<file path="config.mk">
export PLATFORM = sky130hd
export DESIGN_NAME = pcs_clock_ctrl
export DESIGN_NICKNAME = d
export VERILOG_FILES = /design/src/pcs_pkg.sv /design/src/pcs_synth_if.sv /design/src/pcs_lock_detect.sv /design/src/pcs_clock_ctrl.sv
export VERILOG_INCLUDE_DIRS = /design/src
export SDC_FILE = /design/constraint.sdc
export NUM_CORES = 1
export LEC_CHECK = 0
export BUFFER_PORTS_ARGS = -buffer_cell sky130_fd_sc_hd__buf_2
export CAP_MARGIN = 25
export CORE_ASPECT_RATIO = 1.1
export CORE_MARGIN = 5
export CORE_UTILIZATION = 56
export CTS_CLUSTER_DIAMETER = 50
export DETAILED_ROUTE_END_ITERATION = 10
export GPL_ROUTABILITY_DRIVEN = 1
export HOLD_SLACK_MARGIN = 0.02
export PLACE_DENSITY = 0.91
export SYNTH_ARGS = -nofsm -noshare
export SYNTH_HDL_FRONTEND = slang
export SYNTH_HIERARCHICAL = 1
export SYNTH_SLANG_ARGS = --single-unit
</file>
<file path="constraint.sdc">
create_clock -name hclk -period 12.15 [get_ports hclk]
set_clock_uncertainty 0.1 [all_clocks]
set_input_delay 1.215 -clock hclk [delete_from_list [all_inputs] [get_ports hclk]]
set_output_delay 1.215 -clock hclk [all_outputs]
set_load 0.005 [all_outputs]
</file>
<file path="src/pcs_defines.svh">
`ifndef PCS_DEFINES_SVH
`define PCS_DEFINES_SVH

// register byte offsets
`define PCS_OFF_PLLC 8'h00
`define PCS_OFF_POWER 8'h04
`define PCS_OFF_STATUS 8'h08
`define PCS_ADDR_W 8

// pll control fields
`define PCS_PLLC_W 16
`define PCS_PLLC_RST 16'h0000
`define PCS_M_LSB 0
`define PCS_M_MSB 4
`define PCS_N_LSB 5
`define PCS_N_MSB 7
`define PCS_LF_LSB 8
`define PCS_LF_MSB 11
`define PCS_EN_BIT 15
`define PCS_SEL_BIT 14

// power control fields
`define PCS_POWER_W 2
`define PCS_POWER_RST 2'h0
`define PCS_NOCK_BIT 0
`define PCS_SLOW_BIT 1

// status fields
`define PCS_ST_LOCK_BIT 0
`define PCS_ST_SRC_LSB 1
`define PCS_ST_SRC_MSB 2
`define PCS_ST_PWR_BIT 3
`define PCS_ST_BUSY_BIT 4

// divider coding
`define PCS_N_ONE_CODE 3'h7
`define PCS_DIV_OFFSET 6'h02
`define PCS_N_ONE 6'h01

// timing
`define PCS_CLK_PERIOD_NS 10
`define PCS_LOCK_TIME_NS 2000
`define PCS_LOCK_CYCLES (16'((`PCS_LOCK_TIME_NS + `PCS_CLK_PERIOD_NS - 1) / `PCS_CLK_PERIOD_NS))

// ahb-lite
`define PCS_HTRANS_NONSEQ 2'h2
`define PCS_HTRANS_SEQ 2'h3

`endif

</file>
<file path="src/pcs_pkg.sv">
`default_nettype none

package pcs_pkg;

  typedef enum logic [1:0] {
    PCS_SRC_REF = 2'h0,
    PCS_SRC_SYNTH = 2'h1,
    PCS_SRC_RING = 2'h2,
    PCS_SRC_STOP = 2'h3
  } pcs_src_t;

  typedef enum logic [2:0] {
    PCS_ST_REF = 3'h0,
    PCS_ST_TO_SYN = 3'h1,
    PCS_ST_SYN = 3'h2,
    PCS_ST_FROM_SYN = 3'h3,
    PCS_ST_RING = 3'h4,
    PCS_ST_STOP = 3'h5
  } pcs_fsm_t;

  typedef struct packed {
    logic [15:0] cnt;
    logic detect_on;
    logic locked;
    logic lock_pulse;
  } pcs_lock_state_t;

endpackage : pcs_pkg

`default_nettype wire

</file>
<file path="src/pcs_synth_if.sv">
`default_nettype none

interface pcs_synth_if;
  logic enable;
  logic restart;
  logic [5:0] m_val;
  logic locked;
  logic lock_pulse;

  modport ctrl (output enable, output restart, output m_val, input locked, input lock_pulse);
  modport synth (input enable, input restart, input m_val, output locked, output lock_pulse);
endinterface : pcs_synth_if

`default_nettype wire

</file>
<file path="src/pcs_lock_detect.sv">
`include "pcs_defines.svh"
`default_nettype none

// acquisition model of the synthesizer loop; detector shuts off once locked
module pcs_lock_detect (
  // clock and reset
  input wire logic hclk,
  input wire logic hresetn,
  // control side
  pcs_synth_if.synth sif
);

  pcs_pkg::pcs_lock_state_t st_q;
  pcs_pkg::pcs_lock_state_t st_d;
  logic [15:0] target;

  assign target = `PCS_LOCK_CYCLES + {10'h000, sif.m_val};

  always_comb begin
    st_d = st_q;
    st_d.lock_pulse = 1'b0;
    if (!sif.enable || sif.restart) begin // RULE7 RULE12 RULE19
      st_d.cnt = 16'h0000;
      st_d.locked = 1'b0;
      st_d.detect_on = sif.enable;
    end else if (st_q.detect_on) begin
      if (st_q.cnt >= target - 16'h0001) begin
        st_d.locked = 1'b1;
        st_d.detect_on = 1'b0; // RULE4
        st_d.lock_pulse = 1'b1;
      end else begin
        st_d.cnt = st_q.cnt + 16'h0001;
      end
    end
  end

  always_ff @(posedge hclk or negedge hresetn) begin
    if (!hresetn) begin
      st_q <= '0;
    end else begin
      st_q <= st_d;
    end
  end

  assign sif.locked = st_q.locked;
  assign sif.lock_pulse = st_q.lock_pulse;

endmodule : pcs_lock_detect

`default_nettype wire

</file>
<file path="src/pcs_clock_ctrl.sv">
// Chosen here: the register offsets and the AHB-Lite register port.
`include "pcs_defines.svh"
`default_nettype none

//Contract
// [RULE1] after reset clock runs from input clock
// [RULE2] three sources: input, synthesizer, ring oscillator
// [RULE3] power register overrides: stop or ring clock
// [RULE4] on lock set flag, stop detection
// [RULE5] select bit moves clock to synthesizer cleanly
// [RULE6] any control write clears lock flag; a control write in the same cycle as the lock pulse leaves it set
// [RULE7] changed settings restart loop acquisition
// [RULE8] 3-bit N, 5-bit M dividers
// [RULE9] M and N coded minus two; N=1 is 7
// [RULE10] software keeps oscillator at twice input
// [RULE11] software programs loop filter bits
// [RULE12] enable bit powers synthesizer up or down
// [RULE13] select clear input clock, set synthesizer
// [RULE14] reset clears whole control register
// [RULE15] software changes dividers only when deselected
// [RULE16] software checks lock before selecting synthesizer
// [RULE17] software waits relock before reselecting
// [RULE18] software powers synthesizer down before clock stops
// [RULE19] synthesizer needs the input clock
// [RULE20] switch to synthesizer within 1..N+2 cycles
// [RULE21] switch back within M/N+1..M+M/N+1 cycles
// [RULE22] lock flag readable, writes only clear it
module pcs_clock_ctrl (
  // clock and reset
  input wire logic hclk,
  input wire logic hresetn,
  // ahb-lite slave
  input wire logic hsel,
  input wire logic [31:0] haddr,
  input wire logic [1:0] htrans,
  input wire logic hwrite,
  input wire logic [2:0] hsize,
  input wire logic [31:0] hwdata,
  input wire logic hready,
  output logic [31:0] hrdata,
  output logic hreadyout,
  output logic hresp,
  // clock source status
  output logic [1:0] clk_src,
  output logic synth_power,
  output logic ring_osc_en,
  output logic synth_lock,
  output logic [5:0] synth_m,
  output logic [5:0] synth_n
);

  typedef struct packed {
    logic [`PCS_PLLC_W-1:0] pllc;
    logic [`PCS_POWER_W-1:0] power;
    logic lock_flag;
    logic restart;
    pcs_pkg::pcs_fsm_t fsm;
    logic [6:0] wait_cnt;
    logic [1:0] src;
    logic ring_en;
    logic [5:0] m_val;
    logic [5:0] n_val;
    logic dp_write;
    logic [`PCS_ADDR_W-1:0] dp_addr;
    logic [31:0] rdata;
  } pcs_ctrl_state_t;

  pcs_ctrl_state_t st_q;
  pcs_ctrl_state_t st_d;

  pcs_synth_if sif ();

  pcs_lock_detect u_lock (
    .hclk(hclk),
    .hresetn(hresetn),
    .sif(sif)
  );

  // field views of the held control value
  logic [2:0] n_code;
  logic [4:0] m_code;
  logic synth_en;
  logic synth_sel;
  logic nock;
  logic slow;
  logic [5:0] n_dec;
  logic [5:0] m_dec;
  logic [5:0] m_over_n;
  logic [6:0] to_syn_wait;
  logic [6:0] from_syn_wait;

  assign n_code = st_q.pllc[`PCS_N_MSB:`PCS_N_LSB];
  assign m_code = st_q.pllc[`PCS_M_MSB:`PCS_M_LSB];
  assign synth_en = st_q.pllc[`PCS_EN_BIT];
  assign synth_sel = st_q.pllc[`PCS_SEL_BIT];
  assign nock = st_q.power[`PCS_NOCK_BIT];
  assign slow = st_q.power[`PCS_SLOW_BIT];

  // divider decode
  always_comb begin
    if (n_code == `PCS_N_ONE_CODE) begin // RULE9
      n_dec = `PCS_N_ONE;
    end else begin
      n_dec = {3'h0, n_code} + `PCS_DIV_OFFSET;
    end
    m_dec = {1'h0, m_code} + `PCS_DIV_OFFSET; // RULE8 RULE9
    m_over_n = m_dec / n_dec;
  end

  // switch latencies: n+1 toward synthesizer, m/n+1 away from it
  assign to_syn_wait = {1'h0, n_dec} + 7'h01; // RULE20
  assign from_syn_wait = {1'h0, m_over_n} + 7'h01; // RULE21

  // connection to the loop model
  assign sif.enable = synth_en; // RULE12
  assign sif.restart = st_q.restart;
  assign sif.m_val = st_q.m_val;

  // bus decode
  logic addr_phase;
  logic [`PCS_ADDR_W-1:0] ap_addr;
  logic wr_pllc;
  logic wr_power;
  logic [`PCS_PLLC_W-1:0] new_pllc;

  assign addr_phase = hsel && hready && (htrans == `PCS_HTRANS_NONSEQ || htrans == `PCS_HTRANS_SEQ);
  assign ap_addr = haddr[`PCS_ADDR_W-1:0];
  assign wr_pllc = st_q.dp_write && (st_q.dp_addr == `PCS_OFF_PLLC);
  assign wr_power = st_q.dp_write && (st_q.dp_addr == `PCS_OFF_POWER);
  assign new_pllc = hwdata[`PCS_PLLC_W-1:0];

  // requested source, power register first
  pcs_pkg::pcs_src_t req_src;

  always_comb begin
    if (nock) begin // RULE3
      req_src = pcs_pkg::PCS_SRC_STOP;
    end else if (slow) begin // RULE3
      req_src = pcs_pkg::PCS_SRC_RING;
    end else if (synth_sel) begin // RULE13
      req_src = pcs_pkg::PCS_SRC_SYNTH;
    end else begin
      req_src = pcs_pkg::PCS_SRC_REF;
    end
  end

  // status word
  logic [31:0] status_word;

  always_comb begin
    status_word = 32'h0000_0000;
    status_word[`PCS_ST_LOCK_BIT] = st_q.lock_flag; // RULE22
    status_word[`PCS_ST_SRC_MSB:`PCS_ST_SRC_LSB] = st_q.src;
    status_word[`PCS_ST_PWR_BIT] = synth_en;
    status_word[`PCS_ST_BUSY_BIT] = (st_q.fsm == pcs_pkg::PCS_ST_TO_SYN) ||
                                    (st_q.fsm == pcs_pkg::PCS_ST_FROM_SYN);
  end

  always_comb begin
    st_d = st_q;
    st_d.restart = 1'b0;
    st_d.m_val = m_dec;
    st_d.n_val = n_dec;

    // address phase capture
    st_d.dp_write = addr_phase && hwrite;
    st_d.dp_addr = ap_addr;
    if (addr_phase && !hwrite) begin
      case (ap_addr)
        `PCS_OFF_PLLC: begin
          st_d.rdata = {16'h0000, st_q.pllc};
        end
        `PCS_OFF_POWER: begin
          st_d.rdata = {30'h0, st_q.power};
        end
        `PCS_OFF_STATUS: begin
          st_d.rdata = status_word;
        end
        default: begin
          st_d.rdata = 32'h0000_0000;
        end
      endcase
    end else begin
      st_d.rdata = 32'h0000_0000;
    end

    // data phase writes
    if (wr_pllc) begin
      st_d.pllc = new_pllc; // RULE7
      // any change of settings or enable makes the loop reacquire
      if (new_pllc[`PCS_SEL_BIT-1:0] != st_q.pllc[`PCS_SEL_BIT-1:0] ||
          new_pllc[`PCS_EN_BIT] != st_q.pllc[`PCS_EN_BIT]) begin
        st_d.restart = 1'b1; // RULE7
      end
    end
    if (wr_power) begin
      st_d.power = hwdata[`PCS_POWER_W-1:0];
    end

    // lock flag: the lock event wins over the clearing write
    if (sif.lock_pulse) begin
      st_d.lock_flag = 1'b1; // RULE4
    end else if (wr_pllc) begin
      st_d.lock_flag = 1'b0; // RULE6
    end

    // source switching
    case (st_q.fsm)
      pcs_pkg::PCS_ST_REF: begin
        st_d.src = pcs_pkg::PCS_SRC_REF; // RULE1
        if (req_src == pcs_pkg::PCS_SRC_SYNTH) begin
          st_d.fsm = pcs_pkg::PCS_ST_TO_SYN; // RULE5
          st_d.wait_cnt = to_syn_wait;
        end else if (req_src == pcs_pkg::PCS_SRC_RING) begin
          st_d.fsm = pcs_pkg::PCS_ST_RING;
        end else if (req_src == pcs_pkg::PCS_SRC_STOP) begin
          st_d.fsm = pcs_pkg::PCS_ST_STOP;
        end
      end
      pcs_pkg::PCS_ST_TO_SYN: begin
        // old rate kept until the count runs out
        if (req_src != pcs_pkg::PCS_SRC_SYNTH) begin
          st_d.fsm = pcs_pkg::PCS_ST_REF;
        end else if (st_q.wait_cnt <= 7'h01) begin
          st_d.fsm = pcs_pkg::PCS_ST_SYN; // RULE20
          st_d.src = pcs_pkg::PCS_SRC_SYNTH; // RULE5 RULE13
          st_d.wait_cnt = 7'h00;
        end else begin
          st_d.wait_cnt = st_q.wait_cnt - 7'h01;
        end
      end
      pcs_pkg::PCS_ST_SYN: begin
        st_d.src = pcs_pkg::PCS_SRC_SYNTH;
        if (req_src != pcs_pkg::PCS_SRC_SYNTH) begin
          st_d.fsm = pcs_pkg::PCS_ST_FROM_SYN;
          st_d.wait_cnt = from_syn_wait;
        end
      end
      pcs_pkg::PCS_ST_FROM_SYN: begin
        if (st_q.wait_cnt <= 7'h01) begin
          st_d.fsm = pcs_pkg::PCS_ST_REF; // RULE21
          st_d.src = pcs_pkg::PCS_SRC_REF;
          st_d.wait_cnt = 7'h00;
        end else begin
          st_d.wait_cnt = st_q.wait_cnt - 7'h01;
        end
      end
      pcs_pkg::PCS_ST_RING: begin
        st_d.src = pcs_pkg::PCS_SRC_RING; // RULE2
        if (req_src != pcs_pkg::PCS_SRC_RING) begin
          st_d.fsm = pcs_pkg::PCS_ST_REF;
          st_d.src = pcs_pkg::PCS_SRC_REF;
        end
      end
      pcs_pkg::PCS_ST_STOP: begin
        st_d.src = pcs_pkg::PCS_SRC_STOP; // RULE3
        if (req_src != pcs_pkg::PCS_SRC_STOP) begin
          st_d.fsm = pcs_pkg::PCS_ST_REF;
          st_d.src = pcs_pkg::PCS_SRC_REF;
        end
      end
      default: begin
        st_d.fsm = pcs_pkg::PCS_ST_REF;
        st_d.src = pcs_pkg::PCS_SRC_REF;
      end
    endcase

    // ring oscillator runs while in PCS_ST_RING, starting one cycle before it is the source
    st_d.ring_en = (st_d.fsm == pcs_pkg::PCS_ST_RING);
  end

  always_ff @(posedge hclk or negedge hresetn) begin
    if (!hresetn) begin
      st_q.pllc <= `PCS_PLLC_RST; // RULE14
      st_q.power <= `PCS_POWER_RST;
      st_q.lock_flag <= 1'b0;
      st_q.restart <= 1'b0;
      st_q.fsm <= pcs_pkg::PCS_ST_REF; // RULE1
      st_q.wait_cnt <= 7'h00;
      st_q.src <= pcs_pkg::PCS_SRC_REF;
      st_q.ring_en <= 1'b0;
      st_q.m_val <= `PCS_DIV_OFFSET;
      st_q.n_val <= `PCS_DIV_OFFSET;
      st_q.dp_write <= 1'b0;
      st_q.dp_addr <= '0;
      st_q.rdata <= 32'h0000_0000;
    end else begin
      st_q <= st_d;
    end
  end

  assign hrdata = st_q.rdata;
  assign hreadyout = 1'b1;
  assign hresp = 1'b0;
  assign clk_src = st_q.src;
  assign synth_power = st_q.pllc[`PCS_EN_BIT];
  assign ring_osc_en = st_q.ring_en;
  assign synth_lock = st_q.lock_flag;
  assign synth_m = st_q.m_val;
  assign synth_n = st_q.n_val;

endmodule : pcs_clock_ctrl

`default_nettype wire

</file>
==> out/results.ini, run 1 <==
[sta]
final-setup-viol-count=0
finalMaxSlewViolations=0
setup_slack_ns=0.701
tns_ns=0
worstMarginPinSlew_ns=0.621
min_period_over_period_pct=94.2
finalHoldViolations=0
finalCriticalPeriod_ns=11.45
max_slew_margin_pct=57.5
fmax_mhz=87.3
rsz0062_at_grt=false
whs_ns=0.351

[detailed_routing]
drt_iter0_drc=412
detail_route.wl_per_cell_um=18.0
first_pass_iters=6
routed_via_density=6.10
drc=0
ant_nets=0
vias=4936
wl_um=14500

[yosys]
ys.warnings.count=6
syn_avg_cell_area_um2=9.55
netlist_instances=628
syn-cell-area_um2=6000

[final_layout]
fin_nets=784
seqCellArea_um2=2150
drive_above_1_share_pct=18.9
multi_input_area_um2=3360
final_common_cell=dfrtp_1
post-route-util_pct=62.1
fillerInstances=815
diodes=0
layout_common_cells=84 x dfrtp_1, 59 x buf_2, 49 x ha_1, 36 x nand2_1
area_growth_pct=8.13

[setup_path]
worstPathArrival_ns=11.56
critical_path_class=reg2reg
crit_slowest_cell=dfrtp_1
crit_required_ns=12.26
slowest_delay_ns=0.65
crit_path_end_kind=flip-flop
cpMostUsedCell=ha_1
startpoint=m_code[1]$_DFFE_PN0P_
r2r_start=m_code[1]$_DFFE_PN0P_
cp_max_fo=12
cp-start-kind=flip-flop

[die]
coreArea_um2=10400
die_w_um=109
die_h_um=119
io_pins=125
initial_core_util_pct=57.5
dieArea_um2=12900
row_count=39

[clock_tree]
clock_latency_ns=0.34
clockRootBuffer=clkbuf_16
clk_path_buf_depth=2
h-tree-depth=3
cts_tree=built
clkTransAtPathRegs_ns=0.07
cts_sinks=86
numCtsBuffers=9

[power_and_ir_drop]
clkPwrFrac_pct=38.3
switching_share_pct=30.5
seqPwrFrac_pct=40.9
leakage_nw=3.04
p_int_w=0.000527
cellPowerDensity_nw_per_um2=117
ir_drop_mv=0.0791
pwr-share-comb_pct=20.8
p_sw_w=0.000231

[global_route]
overflow=0
antenna_found_initial=0
first_global_vias=4861
grt_pass1_wl_um=23300
grt_max_degree=87
track_usage_pct=22.2

[run_status]
status=finished clean

[place]
pre_cts_slack_ns=1.15
dp_hpwl_um=10400
place.port_buffers=60
gp_congestion=0.920

[hold_path]
min_from=u_lock/sif.lock_pulse$_DFF_PN0_
hold_class=reg2reg

[run]
max-cap-violations=0

-- per-stage QoR --
| step | power [W] | cells | instance area [µm²] |
|---|---|---|---|
| 2_1_floorplan | 0.000432 | 652 | 6090 |
| 3_3_place_gp | 0.000458 | 790 | 6130 |
| 3_5_place_dp | 0.000467 | 790 | 6130 |
| 4_1_cts | 0.000755 | 806 | 6440 |
| 5_1_grt | 0.000789 | 809 | 6490 |
| 6_report | 0.000759 | 809 | 6490 |
-- path summary, 6_finish.rpt --
path	end	slack (ns)	cells past startpoint
max	st_q[58]$_DFFE_PN0P_	0.70	47
min	synth_lock$_DFFE_PN0P_	0.35	1
max reg2reg	st_q[58]$_DFFE_PN0P_	0.70	47
min reg2reg	synth_lock$_DFFE_PN0P_	0.35	1
max in group asynchronous	synth_n[1]$_DFF_PN1_	10.69	2
min in group asynchronous	u_lock/st_q[12]$_DFFE_PN0P_	0.63	1
-- power groups by stage --
stage | logic [W] | registers [W] | clock network [W]
floorplan | 0.000126 | 0.000306 | 0
global placement | 0.000144 | 0.000314 | 0
detailed placement | 0.000152 | 0.000315 | 0
CTS | 0.000154 | 0.000309 | 0.000291
global route | 0.000172 | 0.000312 | 0.000305
finish | 0.000157 | 0.000310 | 0.000291
-- layout make-up --
| class | count | area share, % |
|---|---|---|
| multi-input combinational | 469 | 51.8 |
| sequential | 86 | 33.2 |
| timing repair buffer | 66 | 5.67 |
| clock buffer | 9 | 3.47 |
| tap | 143 | 2.76 |
| inverter | 29 | 1.68 |
| clock inverter | 7 | 1.41 |
-- layer usage --
layer  GRT usage, %  share of wire, %
met5              0                 0
met4           10.5               4.0
met3           2.73               5.2
met2           39.8                52
met1           25.9                38
-- flip-flops by register name, summed over array words and instances, names as in the netlist, 2 cells and up --
name and flops:
u_lock/st_q 17, synth_n 4, m_code 5, clk_src 2, hrdata 16, st_q 26
n_code 3, synth_m 6
-- critical path: cells and delay by family (launching register included) --
kind / cells / cell delay [ns]
DFF: 1 / 0.65
adders and majority gates: 8 / 2.58
muxes: 2 / 0.54
and+or+nand+nor: 9 / 1.39
buffers and inverters: 4 / 0.55
xor gates and xnor gates: 1 / 0.17
AOI/OAI and AO/OA: 23 / 5.31
-- timing repair --
action | in CTS | in global routing
setup endpoints to repair | 0 | 3
resized for setup | 0 | 1
setup buffers | 0 | 2
hold buffers | 0 | 0
Note: power is estimated with default switching activity, not from simulation.
==> run 2: changes to the inputs <==
--- a/config.mk
+++ b/config.mk
@@ -8,7 +8,6 @@
 export LEC_CHECK = 0
 export BUFFER_PORTS_ARGS = -buffer_cell sky130_fd_sc_hd__buf_2
 export CAP_MARGIN = 25
-export CORE_ASPECT_RATIO = 1.1
 export CORE_MARGIN = 5
 export CORE_UTILIZATION = 56
 export CTS_CLUSTER_DIAMETER = 50
==> out/results.ini, run 2 (synthesis gave the netlist of run 1 again) <==
[clock_tree]
cts_resized=0  ; unchanged
cts_tree=built  ; unchanged
clkTransAtPathRegs_ns=0.10  ; was 0.07 ns
numCtsBuffers=9  ; unchanged
h-tree-depth=3  ; unchanged
cts_sinks=86  ; unchanged
clk_path_buf_depth=2  ; unchanged
clock_latency_ns=0.38  ; was 0.34 ns
holdBufCountCts=0  ; unchanged
clockRootBuffer=clkbuf_8  ; was clkbuf_16
postCtsSetupRepairBufs=0  ; unchanged

[final_layout]
largest_register_ff_count=26  ; unchanged
layout_common_cells=84 x dfrtp_1, 59 x buf_2, 49 x ha_1, 36 x nand2_1, 35 x o21ai_0  ; was 84 x dfrtp_1, 59 x buf_2, 49 x ha_1, 36 x nand2_1
design_area_um2=6320  ; was 6490 µm²
largest-register=st_q  ; unchanged
final_common_cell=dfrtp_1  ; unchanged
fin_cells=800  ; was 809
drive_above_1_share_pct=18.5  ; was 18.9%
area_growth_pct=5.38  ; was 8.13%
fillerInstances=835  ; was 815
fin_nets=782  ; was 784
diodes=0  ; unchanged

[detailed_routing]
top_layer=met4  ; unchanged
drc=0  ; unchanged
vias=4789  ; was 4936
ant_nets=0  ; unchanged
first_pass_iters=5  ; was 6
detail_route.wl_per_cell_um=17.3  ; was 18.0 µm
wl_met2_um=7340  ; was 7630 µm
routed_via_density=5.99  ; was 6.10
wirelength_met1_um=5330  ; was 5570 µm
wl_um=13800  ; was 14500 µm
route.met3.wl_um=784  ; was 763 µm
drt_iter0_drc=375  ; was 412

[power_and_ir_drop]
leakage_nw=2.97  ; was 3.04 nW
cellPowerDensity_nw_per_um2=103  ; was 117 nW/µm²
ir_drop_mv=0.0565  ; was 0.0791 mV

[global_route]
first_global_vias=4907  ; was 4861
track_usage_pct=21.9  ; was 22.2%
grt_max_degree=87  ; unchanged
antenna_found_initial=0  ; unchanged
grt_pass1_wl_um=23000  ; was 23300 µm
overflow=0  ; unchanged

[sta]
rsz0062_at_grt=false  ; unchanged
finalMaxSlewViolations=0  ; unchanged
worstMarginPinSlew_ns=0.569  ; was 0.621 ns
final-setup-viol-count=0  ; unchanged
fmax_mhz=90.4  ; was 87.3 MHz
max_slew_margin_pct=61.9  ; was 57.5%
min_period_over_period_pct=91.0  ; was 94.2%
finalHoldViolations=0  ; unchanged
tns_ns=0  ; unchanged
finalCriticalPeriod_ns=11.06  ; was 11.45 ns

[hold_path]
hold_class=reg2reg  ; unchanged

[die]
die_w_um=114  ; was 109 µm
io_pins=125  ; unchanged
die_h_um=114  ; was 119 µm
dieArea_um2=12900  ; about the same
row_count=37  ; was 39
coreArea_um2=10400  ; about the same
initial_core_util_pct=57.9  ; was 57.5%

[run_status]
status=finished clean  ; unchanged

[setup_path]
ff2ff_setup_slack_ns=1.09  ; was 0.70 ns
crit_path_end_kind=flip-flop  ; unchanged
cp-start-kind=flip-flop  ; unchanged
cp_max_fo=12  ; unchanged
critical_path_class=reg2reg  ; unchanged
crit_required_ns=12.30  ; was 12.26 ns
crit_slowest_cell=dfrtp_1  ; unchanged
worstPathArrival_ns=11.22  ; was 11.56 ns
cpMostUsedCell=ha_1  ; unchanged
slowest_delay_ns=0.62  ; was 0.65 ns

[place]
dp_hpwl_um=10500  ; was 10400 µm
place.port_buffers=60  ; unchanged
dpl_cell_area_um2=6120  ; was 6130 µm²
gp_congestion=0.896  ; was 0.920
post-place-cells=783  ; was 790

[run]
max-cap-violations=0  ; unchanged

==> run 2: layout make-up <==
type	instances	area [µm²]	area share [%]
clock inverter	6	47.5	0.752
tap	136	170	2.69
sequential	86	2150	34.1
inverter	29	109	1.72
clock buffer	10	128	2.02
multi-input combinational	469	3360	53.2
timing repair buffer	64	353	5.58
==> run 2: per-layer routing <==
layer / track usage, % / vias up
met5: 0 / -
met4: 8.33 / 0
met3: 4.72 / 41
met2: 39.0 / 178
met1: 25.7 / 2325
li1: - / 2245
==> run 2: path summary, 6_finish.rpt <==
kind / to / cells past startpoint / startpoint
max in group asynchronous: synth_n[1]$_DFF_PN1_ / 2 / hresetn
min in group asynchronous: u_lock/st_q[7]$_DFFE_PN0P_ / 1 / hresetn
setup / recovery: st_q[58]$_DFFE_PN0P_ / 47 / m_code[1]$_DFFE_PN0P_
hold / removal: synth_lock$_DFFE_PN0P_ / 1 / u_lock/sif.lock_pulse$_DFF_PN0_
setup reg to reg: st_q[58]$_DFFE_PN0P_ / 47 / m_code[1]$_DFFE_PN0P_
hold reg to reg: synth_lock$_DFFE_PN0P_ / 1 / u_lock/sif.lock_pulse$_DFF_PN0_
==> run 2: critical path, delay by kind of cell (launching register included) <==
| family | cells | cell delay, ns |
|---|---|---|
| mux | 2 | 0.52 |
| buf+inv | 4 | 0.56 |
| flops | 1 | 0.62 |
| fa+ha+maj | 8 | 2.51 |
| simple gates | 9 | 1.33 |
| compound gates | 23 | 5.12 |
| xor+xnor | 1 | 0.17 |
==> run 2: report_power, final <==
part,internal (W),switching (W)
clock network,0.0000765,0.000112
logic,0.0000664,0.0000866
registers,0.000295,0.0000150
total,0.000438,0.000214
==> run 2: stage by stage <==
| step | hold WS (ns) | setup WS (ns) | power, W | util, % |
|---|---|---|---|---|
| 2_1_floorplan | 0.317 | 2.82 | 0.000432 | - |
| 3_3_place_gp | 0.338 | 1.78 | 0.000457 | 59.0 |
| 3_5_place_dp | 0.351 | 1.33 | 0.000465 | 59.0 |
| 4_1_cts | 0.370 | 1.29 | 0.000654 | 60.7 |
| 5_1_grt | 0.412 | 0.409 | 0.000686 | 61.0 |
| 6_report | 0.367 | 1.09 | 0.000652 | 61.0 |
